===== src/rwr_params.svh =====
`ifndef RWR_PARAMS_SVH
`define RWR_PARAMS_SVH
`define HIST_MAX 8'h07
`define HIST_SHIFT 8
`define PID_MAX 16'sh2710
`define PID_MIN -16'sh2710
`define PID_ACT_A 8'h32
`define PID_ACT_B 8'h33
`define PID_ACT_C 8'h3C
`define PID_ACT_D 8'h3D
`define EXT_SET_A 8'h0E
`define EXT_SET_B 8'h12
`define TRQ_SRC_A 8'h03
`define TRQ_SRC_B 8'h05
`define SLOT_DISABLE 16'hFFFF
`define SLOT_COUNT 5
`define EXEC_CYCLES 4'h3
`define SIGNED_SEL 8'h01
`define REG_CMD 4'h0
`define REG_STAT 4'h1
`define REG_OP 4'h2
`define REG_DATA 4'h3
`define REG_FAULT 4'h4
`define REG_TRQ 4'h5
`define REG_FREQ 4'h6
`endif


===== src/rwr_pkg.sv =====
`default_nettype none
package rwr_pkg;
   typedef logic [15:0] word_t;
   typedef enum logic [2:0] {SEQ_IDLE, SEQ_RUN, SEQ_DONE} seq_t;
endpackage : rwr_pkg
`default_nettype wire

===== src/rwr_if.sv =====
`default_nettype none
interface rwr_if;
   import rwr_pkg::*;
   word_t fault_history_select;
   word_t pid_target_percent;
   word_t pid_feedback_percent;
   word_t pid_error_percent;
   word_t torque_command_extended;
   word_t primary_instruction_code;
   word_t primary_write_operand;
   word_t extra_instruction_slot [5];
   word_t extra_write_operand [5];
   word_t freq_command;
   logic instruction_execute_request;
   logic ram_write_request;
   logic eeprom_write_request;
   logic instruction_done_flag;
   word_t fault_data_readback;
   modport dev (input fault_history_select, pid_target_percent, pid_feedback_percent,
      pid_error_percent, torque_command_extended, primary_instruction_code,
      primary_write_operand, extra_instruction_slot, extra_write_operand, freq_command,
      instruction_execute_request, ram_write_request, eeprom_write_request,
      output instruction_done_flag, fault_data_readback);
   modport mst (output fault_history_select, pid_target_percent, pid_feedback_percent,
      pid_error_percent, torque_command_extended, primary_instruction_code,
      primary_write_operand, extra_instruction_slot, extra_write_operand, freq_command,
      instruction_execute_request, ram_write_request, eeprom_write_request,
      input instruction_done_flag, fault_data_readback);
endinterface : rwr_if
`default_nettype wire


===== src/rwr_device.sv =====
`include "rwr_params.svh"
`default_nettype none
module rwr_device
   import rwr_pkg::*;
(
   input wire logic clk_sys_in,
   input wire logic rstn_in,
   rwr_if.dev link,
   input wire logic [7:0] pid_action_param_in,
   input wire logic [7:0] extended_setting_param_in,
   input wire logic [7:0] torque_source_param_in,
   input wire logic [7:0] freq_sign_select_param_in,
   input wire logic vector_control_in,
   input wire logic start_reverse_in,
   input wire logic [63:0] fault_codes_in,
   input wire logic instr_ack_in,
   output logic instr_valid_out,
   output logic [7:0] instr_ext_out,
   output logic [7:0] instr_code_out,
   output logic [15:0] instr_operand_out,
   output logic [15:0] pid_target_out,
   output logic [15:0] pid_feedback_out,
   output logic [15:0] pid_error_out,
   output logic [15:0] torque_value_ram_param_out,
   output logic [15:0] torque_value_nv_param_out,
   output logic torque_nv_write_out,
   output logic [15:0] freq_magnitude_out,
   output logic reverse_out,
   output logic instruction_done_out
);
   // ---------------------------------------------------------------
   // PID inputs
   // ---------------------------------------------------------------
   word_t pid_t_reg, pid_f_reg, pid_e_reg;
   wire pid_mode = pid_action_param_in == `PID_ACT_A || pid_action_param_in == `PID_ACT_B ||
      pid_action_param_in == `PID_ACT_C || pid_action_param_in == `PID_ACT_D;
   wire t_ok = !link.pid_target_percent[15] &&
      $signed(link.pid_target_percent) <= `PID_MAX;
   wire f_ok = !link.pid_feedback_percent[15] &&
      $signed(link.pid_feedback_percent) <= `PID_MAX;
   wire e_ok = $signed(link.pid_error_percent) <= `PID_MAX &&
      $signed(link.pid_error_percent) >= `PID_MIN;
   always_ff @(posedge clk_sys_in or negedge rstn_in) begin
      if (!rstn_in) begin
         pid_t_reg <= 16'h0000;
         pid_f_reg <= 16'h0000;
         pid_e_reg <= 16'h0000;
      end else if (pid_mode) begin
         if (t_ok) pid_t_reg <= link.pid_target_percent;
         if (f_ok) pid_f_reg <= link.pid_feedback_percent;
         if (e_ok) pid_e_reg <= link.pid_error_percent;
      end
   end
   assign pid_target_out = pid_t_reg;
   assign pid_feedback_out = pid_f_reg;
   assign pid_error_out = pid_e_reg;

   // ---------------------------------------------------------------
   // Torque command
   // ---------------------------------------------------------------
   word_t trq_ram_reg, trq_nv_reg;
   logic trq_nv_wr_reg;
   wire trq_mode = (extended_setting_param_in == `EXT_SET_A ||
      extended_setting_param_in == `EXT_SET_B) &&
      (torque_source_param_in == `TRQ_SRC_A || torque_source_param_in == `TRQ_SRC_B) &&
      vector_control_in;
   wire trq_wr = trq_mode && (link.ram_write_request || link.eeprom_write_request);
   always_ff @(posedge clk_sys_in or negedge rstn_in) begin
      if (!rstn_in) begin
         trq_ram_reg <= 16'h0000;
         trq_nv_reg <= 16'h0000;
         trq_nv_wr_reg <= 1'b0;
      end else begin
         trq_nv_wr_reg <= trq_wr;
         if (trq_wr) begin
            trq_ram_reg <= link.torque_command_extended;
            trq_nv_reg <= link.torque_command_extended;
         end
      end
   end
   assign torque_value_ram_param_out = trq_ram_reg;
   assign torque_value_nv_param_out = trq_nv_reg;
   assign torque_nv_write_out = trq_nv_wr_reg;

   // ---------------------------------------------------------------
   // Frequency sign
   // ---------------------------------------------------------------
   logic [15:0] fmag_reg;
   logic rev_reg;
   wire sgn = freq_sign_select_param_in == `SIGNED_SEL;
   wire neg = sgn && link.freq_command[15];
   always_ff @(posedge clk_sys_in or negedge rstn_in) begin
      if (!rstn_in) begin
         fmag_reg <= 16'h0000;
         rev_reg <= 1'b0;
      end else begin
         fmag_reg <= neg ? 16'(-link.freq_command) : link.freq_command;
         rev_reg <= start_reverse_in ^ neg;
      end
   end
   assign freq_magnitude_out = fmag_reg;
   assign reverse_out = rev_reg;

   // ---------------------------------------------------------------
   // Fault readback
   // ---------------------------------------------------------------
   word_t fault_reg;
   wire [7:0] hsel = link.fault_history_select[15:8];
   wire [7:0] frec = fault_codes_in[{hsel[2:0], 3'b000} +: 8];
   always_ff @(posedge clk_sys_in or negedge rstn_in) begin
      if (!rstn_in) fault_reg <= 16'h0000;
      else fault_reg <= {hsel, frec};
   end
   assign link.fault_data_readback = fault_reg;

   // ---------------------------------------------------------------
   // Instruction chain
   // ---------------------------------------------------------------
   seq_t st_reg;
   logic [2:0] idx_reg;
   logic done_reg, req_d_reg, valid_reg;
   word_t code_reg, op_reg;
   wire req_rise = link.instruction_execute_request && !req_d_reg;
   wire [2:0] sl = idx_reg - 3'd1;
   wire word_t cur_code = idx_reg == 3'd0 ? link.primary_instruction_code :
      link.extra_instruction_slot[sl];
   wire word_t cur_op = idx_reg == 3'd0 ? link.primary_write_operand :
      link.extra_write_operand[sl];
   wire skip = idx_reg != 3'd0 && cur_code == `SLOT_DISABLE;
   wire last = idx_reg == 3'(`SLOT_COUNT);
   always_ff @(posedge clk_sys_in or negedge rstn_in) begin
      if (!rstn_in) begin
         st_reg <= SEQ_IDLE;
         idx_reg <= 3'd0;
         done_reg <= 1'b0;
         req_d_reg <= 1'b0;
         valid_reg <= 1'b0;
         code_reg <= 16'h0000;
         op_reg <= 16'h0000;
      end else begin
         req_d_reg <= link.instruction_execute_request;
         unique case (st_reg)
            SEQ_IDLE: begin
               if (!link.instruction_execute_request) done_reg <= 1'b0;
               if (req_rise) begin
                  idx_reg <= 3'd0;
                  done_reg <= 1'b0;
                  st_reg <= SEQ_RUN;
               end
            end
            SEQ_RUN: begin
               if (valid_reg) begin
                  if (instr_ack_in) begin
                     valid_reg <= 1'b0;
                     if (last) st_reg <= SEQ_DONE;
                     else idx_reg <= idx_reg + 3'd1;
                  end
               end else if (skip) begin
                  if (last) st_reg <= SEQ_DONE;
                  else idx_reg <= idx_reg + 3'd1;
               end else begin
                  code_reg <= cur_code;
                  op_reg <= cur_op;
                  valid_reg <= 1'b1;
               end
            end
            SEQ_DONE: begin
               done_reg <= 1'b1;
               st_reg <= SEQ_IDLE;
            end
            default: st_reg <= SEQ_IDLE;
         endcase
      end
   end
   assign instr_valid_out = valid_reg;
   assign instr_ext_out = code_reg[15:8];
   assign instr_code_out = code_reg[7:0];
   assign instr_operand_out = op_reg;
   assign instruction_done_out = done_reg;
   assign link.instruction_done_flag = done_reg;
endmodule : rwr_device
`default_nettype wire


===== src/flat_wrapper.sv =====
// flat-port wrapper written by rule: the top's interface ports become plain ports
module rwr_device_flat import rwr_pkg::*;
  (clk_sys_in, rstn_in, pid_action_param_in, extended_setting_param_in, torque_source_param_in, freq_sign_select_param_in, vector_control_in, start_reverse_in, fault_codes_in, instr_ack_in, instr_valid_out, instr_ext_out, instr_code_out, instr_operand_out, pid_target_out, pid_feedback_out, pid_error_out, torque_value_ram_param_out, torque_value_nv_param_out, torque_nv_write_out, freq_magnitude_out, reverse_out, instruction_done_out, link_fault_history_select, link_pid_target_percent, link_pid_feedback_percent, link_pid_error_percent, link_torque_command_extended, link_primary_instruction_code, link_primary_write_operand, link_extra_instruction_slot, link_extra_write_operand, link_freq_command, link_instruction_execute_request, link_ram_write_request, link_eeprom_write_request, link_instruction_done_flag, link_fault_data_readback);
  rwr_if link_i ();
  input wire logic clk_sys_in;
  input wire logic rstn_in;
  input wire logic [7:0] pid_action_param_in;
  input wire logic [7:0] extended_setting_param_in;
  input wire logic [7:0] torque_source_param_in;
  input wire logic [7:0] freq_sign_select_param_in;
  input wire logic vector_control_in;
  input wire logic start_reverse_in;
  input wire logic [63:0] fault_codes_in;
  input wire logic instr_ack_in;
  output logic instr_valid_out;
  output logic [7:0] instr_ext_out;
  output logic [7:0] instr_code_out;
  output logic [15:0] instr_operand_out;
  output logic [15:0] pid_target_out;
  output logic [15:0] pid_feedback_out;
  output logic [15:0] pid_error_out;
  output logic [15:0] torque_value_ram_param_out;
  output logic [15:0] torque_value_nv_param_out;
  output logic torque_nv_write_out;
  output logic [15:0] freq_magnitude_out;
  output logic reverse_out;
  output logic instruction_done_out;
  input wire logic [$bits(link_i.fault_history_select)-1:0] link_fault_history_select;
  input wire logic [$bits(link_i.pid_target_percent)-1:0] link_pid_target_percent;
  input wire logic [$bits(link_i.pid_feedback_percent)-1:0] link_pid_feedback_percent;
  input wire logic [$bits(link_i.pid_error_percent)-1:0] link_pid_error_percent;
  input wire logic [$bits(link_i.torque_command_extended)-1:0] link_torque_command_extended;
  input wire logic [$bits(link_i.primary_instruction_code)-1:0] link_primary_instruction_code;
  input wire logic [$bits(link_i.primary_write_operand)-1:0] link_primary_write_operand;
  input wire logic [$bits(link_i.extra_instruction_slot)-1:0] link_extra_instruction_slot;
  input wire logic [$bits(link_i.extra_write_operand)-1:0] link_extra_write_operand;
  input wire logic [$bits(link_i.freq_command)-1:0] link_freq_command;
  input wire logic [$bits(link_i.instruction_execute_request)-1:0] link_instruction_execute_request;
  input wire logic [$bits(link_i.ram_write_request)-1:0] link_ram_write_request;
  input wire logic [$bits(link_i.eeprom_write_request)-1:0] link_eeprom_write_request;
  output wire logic [$bits(link_i.instruction_done_flag)-1:0] link_instruction_done_flag;
  output wire logic [$bits(link_i.fault_data_readback)-1:0] link_fault_data_readback;
  assign link_i.fault_history_select = link_fault_history_select;
  assign link_i.pid_target_percent = link_pid_target_percent;
  assign link_i.pid_feedback_percent = link_pid_feedback_percent;
  assign link_i.pid_error_percent = link_pid_error_percent;
  assign link_i.torque_command_extended = link_torque_command_extended;
  assign link_i.primary_instruction_code = link_primary_instruction_code;
  assign link_i.primary_write_operand = link_primary_write_operand;
  assign link_i.extra_instruction_slot = {>>{link_extra_instruction_slot}};
  assign link_i.extra_write_operand = {>>{link_extra_write_operand}};
  assign link_i.freq_command = link_freq_command;
  assign link_i.instruction_execute_request = link_instruction_execute_request;
  assign link_i.ram_write_request = link_ram_write_request;
  assign link_i.eeprom_write_request = link_eeprom_write_request;
  assign link_instruction_done_flag = link_i.instruction_done_flag;
  assign link_fault_data_readback = link_i.fault_data_readback;
  rwr_device u_core (.clk_sys_in(clk_sys_in), .rstn_in(rstn_in), .link(link_i), .pid_action_param_in(pid_action_param_in), .extended_setting_param_in(extended_setting_param_in), .torque_source_param_in(torque_source_param_in), .freq_sign_select_param_in(freq_sign_select_param_in), .vector_control_in(vector_control_in), .start_reverse_in(start_reverse_in), .fault_codes_in(fault_codes_in), .instr_ack_in(instr_ack_in), .instr_valid_out(instr_valid_out), .instr_ext_out(instr_ext_out), .instr_code_out(instr_code_out), .instr_operand_out(instr_operand_out), .pid_target_out(pid_target_out), .pid_feedback_out(pid_feedback_out), .pid_error_out(pid_error_out), .torque_value_ram_param_out(torque_value_ram_param_out), .torque_value_nv_param_out(torque_value_nv_param_out), .torque_nv_write_out(torque_nv_write_out), .freq_magnitude_out(freq_magnitude_out), .reverse_out(reverse_out), .instruction_done_out(instruction_done_out));
endmodule

===== config.mk =====
export PLATFORM = sky130hd
export DESIGN_NAME = rwr_device_flat
export DESIGN_NICKNAME = d
export VERILOG_FILES = /design/src/rwr_pkg.sv /design/src/rwr_if.sv /design/src/rwr_device.sv /design/src/flat_wrapper.sv
export VERILOG_INCLUDE_DIRS = /design/src /design/src/src
export SDC_FILE = /design/constraint.sdc
export NUM_CORES = 1
export LEC_CHECK = 0
export ABC_AREA = 1
export CAP_MARGIN = 30
export CORE_AREA = 5 5 206 208
export CTS_CLUSTER_SIZE = 20
export DETAILED_ROUTE_END_ITERATION = 10
export DIE_AREA = 0 0 211 213
export DONT_BUFFER_PORTS = 1
export HOLD_SLACK_MARGIN = 0.12
export PLACE_DENSITY_LB_ADDON = 0.08
export SLEW_MARGIN = 20
export SYNTH_ARGS = -nofsm -noshare
export SYNTH_HDL_FRONTEND = slang
export SYNTH_SLANG_ARGS = --single-unit

===== constraint.sdc =====
create_clock -name clk_sys_in -period 3.4 [get_ports clk_sys_in]
set_clock_uncertainty 0.15 [all_clocks]
set_input_delay 0 -clock clk_sys_in [delete_from_list [all_inputs] [get_ports clk_sys_in]]
set_output_delay 0 -clock clk_sys_in [all_outputs]
set_load 0.01 [all_outputs]

======== Word level (Yosys, flattened, before mapping) ========
Cells that the tools add are included.
Widths: inputs -> output; s select.
operators by class
  add/sub/neg operators ................... 3
  magnitude comparators ................... 5
  equality and inequality tests ........... 17
  shifts and indexed selects .............. 1
  muxes and demuxes ....................... 27
  bitwise operators ....................... 4
  reductions and logical operators ........ 30
operator list
  cell                  number
  $mux 16               7
  $bmux 16 s3           2
  $shiftx 64x7->8       1
  $le 16x15->1 const B  3
  $eq 8x6->1 const B    4
  $mux 3                10
  $eq 16x16->1 const B  1
  $ge 16x15->1 const B  1
  $neg 16->16           1
  $pmux 3 s2            2
  $logic_and 1x1->1     9
  $eq 8x1->1 const B    1
  $eq 8x2->1 const B    1
  $eq 8x3->1 const B    1
  $eq 8x4->1 const B    1
  $eq 8x5->1 const B    1
  $reduce_and 2->1      4
  $logic_not 3->1       2
  $logic_or 1x1->1      6
  $reduce_and 3->1      2
  $mux 1                5
  $ge 4x4->1 const B    1
  $not 3->4             1
  $reduce_and 4->1      1
  15 further kinds      19
word-level totals
  register bits ........................... 139
  input bits .............................. 392
  output and inout port bits .............. 149
  logic and storage cells ................. 102

======== Longest topological paths before layout ========
Gate-level depths: netlist of the first run.
  depth after elaboration ................. 11
  gate-level depth with buffers ........... 21
  mapped depth without buffers ............ 17

======== Worst setup path before layout of the first run ========
No wires, ideal clock.
  path kind ............................... reg2reg
  start ................................... reg u_core.idx_reg[0]
  end ..................................... reg u_core.st_reg[0]
  library setup time ...................... 0.117 ns
  data arrival time ....................... 2.661 ns
  data required time ...................... 3.133 ns
  slack ................................... 0.472 ns
  cell stages (with the launch flop) ...... 20
  clock period less this slack ............ 2.928 ns
  cell sequence ........................... dfrtp_1 > inv_2 > buf_2 > buf_1 > ha_1 > clkbuf_2 > inv_2 > clkbuf_1 > nand3_1 > nand2_1 > a21oi_1 > nor2_1 > nand2_1 > nor2_1 > nand2_1 > nand2_2 > buf_6 > nand3_1 > nand2_1 > nand2_1
between the ends
  cells in the longest elaborated chain, start to end .. 10
ends and longest elaborated chain
  item                                        line               source
  start, declared                             rwr_device.sv:120  logic [2:0] idx_reg;
  start signal, assigned                      rwr_device.sv:156  else idx_reg <= idx_reg + 3'd1;
  start signal, assigned                      rwr_device.sv:160  else idx_reg <= idx_reg + 3'd1;
  $sub 3x1->3                                 rwr_device.sv:124  wire [2:0] sl = idx_reg - 3'd1;
  $not 3->4 (implied by the code)             rwr_device.sv:126  link.extra_instruction_slot[sl];
  $bmux 16 s3                                 rwr_device.sv:126
  $mux 16 (implied by the code) (2 in a row)  rwr_device.sv:126
  $mux 16                                     rwr_device.sv:125  wire word_t cur_code = idx_reg == 3'd0 ? link.primary_instruction_code :
  $eq 16x16->1 (no line)                      --
  $logic_and 1x1->1 (no line)                 --
  $ne 3x1->1 (no line)                        --
  $reduce_and 3->1 (no line)                  --
  end signal, assigned                        rwr_device.sv:133  st_reg <= SEQ_IDLE;
  end signal, assigned                        rwr_device.sv:148  st_reg <= SEQ_RUN;
  end signal, assigned                        rwr_device.sv:155  if (last) st_reg <= SEQ_DONE;
  end, declared                               rwr_device.sv:119  seq_t st_reg;
Several ways; a longest one is shown, not always the timed one. The select of a mux whose other input is x is not followed.
A chain may end at the register's enable or synchronous reset.

======== Worst setup path after layout of the first run ========
  start ................................... in link_freq_command[0]
  end ..................................... reg u_core.fmag_reg[15] (netlist: u_core.freq_magnitude_out[15])
between the ends
  cells in the longest elaborated chain, start to end .. 2
ends and longest elaborated chain
  item                  line                source
  start, declared       flat_wrapper.sv:37  input wire logic [$bits(link_i.freq_command)-1:0] link_freq_command;
  $neg 16->16           rwr_device.sv:97    fmag_reg <= neg ? 16'(-link.freq_command) : link.freq_command;
  $mux 16               rwr_device.sv:97
  end signal, assigned  rwr_device.sv:97
  end, declared         rwr_device.sv:88    logic [15:0] fmag_reg;
No other way between the ends.

==> flow_summary.yaml, run 1 <==
layout:
  antenna_cells: 0
  fin_area_um2: 12000
  fillCellCount: 4454
  final_common_cell: "nand2_1"
  final_cell_mix: "nand2_1, dlygate4sd3_1, nor2_1"
  area_growth_pct: 46.6
  fin_nets: 1829
  layout-drive-gt1-share_pct: 5.12
  final_cells: 1977
place:
  portBuffers: 0
  dp_cells: 1665
  gp_congestion: 0.793
  place_hpwl_mm: 25.5
  placed_area_um2: 8570
pwr:
  ir_drop_uv: 270
  p_int_mw: 4.32
  power.leakage_nw: 5.52
  pwr-share-comb_pct: 40.5
  clkPwrFrac_pct: 26.0
  p_seq_share_pct: 33.5
  p_sw_share_pct: 40.6
  p_switching_mw: 2.95
  power_density_nw_per_um2: 606
synth:
  yosysTopAreaCell: "dfrtp_1"
  synth.ff_latch_count: 138
  synth_nets: 1594
  ys_top_cells_by_area: "dfrtp_1, nand2_1, o21ai_0"
  synthCells: 1197
  synth_top_cell_area_share_pct: 42.2
  synth.yosys.warnings: 0
  synth.avg_cell_area_um2: 6.84
  netlist_area_um2: 8190
  ys_async_sr_fraction_pct: 100
  ys.flop_type: "dfrtp_1"
  yosysSeqAreaShare_pct: 42.2
  synth_cell_types: 34
  synth_edf_count: 0
die:
  start_util_pct: 20.3
  die_h_um: 213
  die_width_um: 211
  core_um2: 40400
  rows: 74
  die_area_um2: 44900
  ioPinCount: 541
outcome:
  outcome: "completed"
setup_path:
  cp-end-kind: "register"
  r2r_slack_ns: 0.41
  worstPathRequired_ns: 3.62
  startpoint_type: "primary input"
  r2r-end: "u_core.instr_operand_out[4]$_DFFE_PN0P_"
  r2r_start: "u_core.idx_reg[1]$_DFFE_PN0P_"
  path_class: "in2reg"
  critPathMaxFanout: 2
  reg2reg_depth: 10
  arrival_ns: 3.28
grt:
  grt_max_degree: 139
  grt_pass1_vias: 9314
  antenna_found_initial: 0
  overflow: 0
  gr-usage-all-layers_pct: 14.8
  grt_pass1_wl_mm: 52.1
route:
  vias_per_cell: 4.38
  dr.pass1.iters: 4
  postRouteAntennaNets: 0
  drtIter0Drc: 374
  finalWirelength_mm: 34.8
  wl_per_cell_um: 17.6
  route.vias.total: 8658
  drt_drc_violations_left: 0
job:
  cap_violations: 0
cts:
  clk_path_buf_depth: 2
  root_buffer: "clkbuf_16"
  cts.clk_slew.worst_paths_ns: 0.06
  numCtsBuffers: 17
  htreeDepth: 4
  cts_tree: "done"
  clock_latency_ns: 0.44
  clock-sinks: 138
timing:
  finalSetupViolCount: 0
  fin_crit_ns: 3.06
  fin_tns_setup_ns: 0
  worst_pin_slew_ns: 0.861
  finalCritPeriodShare_pct: 89.9
  slew_headroom_pct: 42.6
  slew_viol_final: 0
  fmax_mhz: 327
  rsz0062_at_grt: "no"
  hold_viol_final: 0
hold_path:
  hold-path-endpoint: "u_core.pid_error_out[8]$_DFFE_PN0P_"
  hold_path.class: "in2reg"
  holdPathStages: 5
  min_from: "pid_action_param_in[7]"
## routing by layer
metal,GRT usage [%],wire [um],part of all wire (%)
met4,5.25,934,2.7
met5,0,0,0
met1,16.5,13400,39
met3,5.07,2750,7.9
met2,26.2,17700,51
## what timing repair did
action | CTS | global route
hold buffers | 275 | 3
buffers inserted | 0 | 1
resized for setup | 0 | 4
endpoints found under the hold margin | 273 | 4
setup endpoints to repair | 0 | 13
## logic make-up (layout without fill, tap and decap cells)
logic type      count (synthesis)  in the layout  synth area share [%]
simple gates                  622            622                  30.8
buf+inv                       203            451                  10.8
xor+xnor                       15             15                  1.60
compound gates                214            214                  13.9
flops                         138            138                  42.2
fa+ha+maj                       5              5                 0.764
## through the flow
stage | worst slack [ns] | utilization (%) | hold slack, ns | power (mW)
floorplan | 0.472 | - | -0.446 | 4.11
global placement | 0.408 | 21.2 | -0.442 | 4.87
detailed placement | 0.407 | 21.2 | -0.442 | 4.87
CTS | 0.160 | 29.5 | 0.121 | 7.44
global route | 0.0449 | 29.7 | 0.124 | 7.93
finish | 0.345 | 29.7 | 0.0974 | 7.28
## Yosys cell counts, types with 5 or more instances
cell      count
buf_4        24
nor3_1        7
a21oi_1      19
ha_1          5
clkbuf_1     32
o21ai_1      12
nor4_1        8
xor2_1       11
dfrtp_1     138
nand3_1      54
o22ai_1      25
inv_1       121
inv_2         5
nand2_1     371
buf_2        15
nand4_1      12
nor2_1      149
or2_2        14
o21ai_0     139
a31oi_1      11
## area by class of cell
type,count,area [um2],share of cell area (%)
Multi-Input combinational cell,856,3870,32.2
Sequential cell,138,3450,28.8
Timing Repair Buffer,292,2960,24.7
Tap cell,532,666,5.54
Inverter,127,477,3.97
Clock buffer,18,439,3.66
Clock inverter,14,145,1.21
## power groups by stage
stage               clock network, mW  registers (mW)  logic, mW
CTS                              1.97            2.46       3.01
finish                           1.89            2.44       2.95
detailed placement                  0            2.49       2.38
floorplan                           0            2.30       1.81
global route                     2.04            2.49       3.40
global placement                    0            2.50       2.37
## worst max path at each step
| stage | slack [ns] | depth (start not counted) | endpoint | from |
|---|---|---|---|---|
| after global placement | 0.41 | 13 | u_core.instr_operand_out[3]$_DFFE_PN0P_ | u_core.idx_reg[0]$_DFFE_PN0P_ |
| after detailed placement | 0.41 | 16 | u_core.instr_operand_out[3]$_DFFE_PN0P_ | u_core.idx_reg[1]$_DFFE_PN0P_ |
| final | 0.34 | 11 | u_core.freq_magnitude_out[15]$_DFF_PN0_ | link_freq_command[0] |
| after CTS | 0.16 | 11 | u_core.pid_feedback_out[8]$_DFFE_PN0P_ | link_pid_feedback_percent[14] |
| after global routing | 0.04 | 16 | u_core.instr_operand_out[3]$_DFFE_PN0P_ | u_core.idx_reg[0]$_DFFE_PN0P_ |
| after floorplan | 0.47 | 19 | u_core.st_reg[0]$_DFFE_PN0P_ | u_core.idx_reg[0]$_DFFE_PN0P_ |
## critical path, cell delays in order
cell,delay (ns)
dlygate4sd3_1,0.56
inv_1,0.10
nand3_1,0.12
nor3_1,0.19
dlygate4sd3_1,0.58
nand2_1,0.07
nor2_1,0.16
dlygate4sd3_1,0.59
nand2_1,0.08
o41ai_1,0.23
dlygate4sd3_1,0.59
Note: power is estimated with default switching activity, not from simulation.
==> inputs of run 2 (changes only) <==
--- a/config.mk
+++ b/config.mk
@@ -14,6 +14,7 @@
 export DIE_AREA = 0 0 211 213
 export DONT_BUFFER_PORTS = 1
 export HOLD_SLACK_MARGIN = 0.12
+export MAX_ROUTING_LAYER = met4
 export PLACE_DENSITY_LB_ADDON = 0.08
 export SLEW_MARGIN = 20
 export SYNTH_ARGS = -nofsm -noshare
==> constraint.sdc (replaced) <==
create_clock -name clk_sys_in -period 3.19 [get_ports clk_sys_in]
set_clock_uncertainty 0.15 [all_clocks]
set_input_delay 0.319 -clock clk_sys_in [delete_from_list [all_inputs] [get_ports clk_sys_in]]
set_output_delay 0.319 -clock clk_sys_in [all_outputs]
set_load 0.01 [all_outputs]
==> run 2 against run 1 <==
The flow now finishes with violations (negative hold slack); total power rose by 1.3%; sequential share of layout area rose by 3.1 points; worst hold slack got worse by 0.66 ns; via count fell by 4.9%; cell count fell by 5.6%; largest cell class unchanged; die area did not move; sequential power rose by 7%; register-to-register slack got worse by 0.02 ns.
==> flow_summary.yaml, run 2 (synthesis results as in run 1) <==
outcome:
  outcome: "finished with violations"
  violations: "negative hold slack"
layout:
  layout-drive-gt1-share_pct: 5.48
  area_growth_pct: 32.3
  fin_area_um2: 10800
  final_common_cell: "nand2_1"
  fin_nets: 1717
  final_cell_mix: "nand2_1, dlygate4sd3_1, nor2_1"
timing:
  hold_viol_final: 138
  fin_crit_ns: 2.80
  fin_tns_setup_ns: 0
  slew_headroom_pct: 47.5
  slew_viol_final: 0
  worst_pin_slew_ns: 0.787
  finalCritPeriodShare_pct: 87.7
  rsz0062_at_grt: "no"
  finalSetupViolCount: 0
  fmax_mhz: 357
  whs_ns: -0.568
die:
  ioPinCount: 541
  core_um2: 40400
  die_width_um: 211
  die_area_um2: 44900
  rows: 74
  start_util_pct: 20.3
  die_h_um: 213
grt:
  grt_max_degree: 139
  overflow: 0
  gr-usage-all-layers_pct: 15.0
  antenna_found_initial: 1
  grt_pass1_vias: 8924
  grt_pass1_wl_mm: 50.9
cts:
  hold_buffers: 164
  clock_latency_ns: 0.43
  numCtsBuffers: 17
  root_buffer: "clkbuf_16"
  clock-sinks: 138
  cts_tree: "done"
  htreeDepth: 4
  cts.clk_slew.worst_paths_ns: 0.07
  clk_path_buf_depth: 2
setup_path:
  path_class: "reg2reg"
  arrival_ns: 3.02
  startpoint_type: "register"
  r2r-end: "u_core.idx_reg[0]$_DFFE_PN0P_"
  critPathMaxFanout: 27
  critical_path.startpoint: "u_core.idx_reg[0]$_DFFE_PN0P_"
  reg2reg_depth: 17
  cp-end-kind: "register"
  worstPathRequired_ns: 3.41
  r2r_start: "u_core.idx_reg[0]$_DFFE_PN0P_"
  r2r_slack_ns: 0.39
place:
  place_hpwl_mm: 25.9
  placed_area_um2: 8610
  gp_congestion: 0.803
  portBuffers: 0
pwr:
  power_density_nw_per_um2: 680
  ir_drop_uv: 341
  power.leakage_nw: 5.11
route:
  wl_per_cell_um: 18.2
  dr.pass1.iters: 5
  postRouteAntennaNets: 0
  route.vias.total: 8235
  drtIter0Drc: 442
  drt_drc_violations_left: 0
  vias_per_cell: 4.41
  finalWirelength_mm: 34.0
hold_path:
  hold_path.class: "in2async"
job:
  cap_violations: 0
## run 2: through the flow
| step | instances | worst slack [ns] | power [mW] | hold slack (ns) | utilization, % |
|---|---|---|---|---|---|
| finish | 1866 | 0.391 | 7.37 | -0.568 | 26.9 |
| global route | 1866 | 0.0506 | 8.03 | -0.609 | 26.9 |
| CTS | 1864 | 0.187 | 7.55 | -0.608 | 26.8 |
| detailed placement | 1668 | 0.242 | 5.23 | -0.123 | 21.3 |
| global placement | 1668 | 0.220 | 5.22 | -0.123 | 21.3 |
| floorplan | 1197 | 0.262 | 4.38 | -0.127 | - |
## run 2: worst max path at each step
stage                                         endpoint
6_report                 u_core.idx_reg[0]$_DFFE_PN0P_
5_1_grt                 u_core.code_reg[4]$_DFFE_PN0P_
4_1_cts        u_core.instr_operand_out[0]$_DFFE_PN0P_
3_5_place_dp             u_core.idx_reg[0]$_DFFE_PN0P_
3_3_place_gp             u_core.idx_reg[0]$_DFFE_PN0P_
2_1_floorplan             u_core.st_reg[0]$_DFFE_PN0P_
## run 2: timing repair
item | CTS | global route
buffers inserted | 0 | 0
endpoints found under the hold margin | 268 | 138
gates resized for setup | 0 | 6
setup endpoints to repair | 0 | 31
## run 2: cell type report
| class | count | area [um2] |
|---|---|---|
| Antenna cell | 1 | 2.50 |
| Clock buffer | 23 | 498 |
| Clock inverter | 9 | 62.6 |
| Fill cell | 4573 | 29500 |
| Inverter | 127 | 483 |
| Multi-Input combinational cell | 856 | 3860 |
| Sequential cell | 138 | 3450 |
| Tap cell | 532 | 666 |
| Timing Repair Buffer | 180 | 1810 |
## run 2: worst max-delay path: stages, from the launching register on
cell and delay [ns]:
dfrtp_2 0.40, inv_2 0.06, ha_1 0.34, inv_4 0.17, buf_12 0.20, nand3_1 0.09, nand2_1 0.07, nand2_1 0.06
nand2_1 0.10, nand2_1 0.06, nor2_1 0.13, nand2_1 0.06, nor2_1 0.10, nand2_1 0.16, nand2_4 0.17, buf_4 0.22
nand4_1 0.10, nand2_1 0.08
## run 2: power breakdown
group	internal, mW	switching (mW)	total (mW)
logic	1.12	1.73	2.85
registers	2.10	0.506	2.60
clock network	1.10	0.828	1.93
total	4.31	3.06	7.37
## run 2: per-layer routing
metal | wire length (um) | GRT usage [%]
met3 | 2390 | 4.57
met1 | 13500 | 16.7
met2 | 17200 | 25.6
met4 | 944 | 5.19
met5 | 0 | -
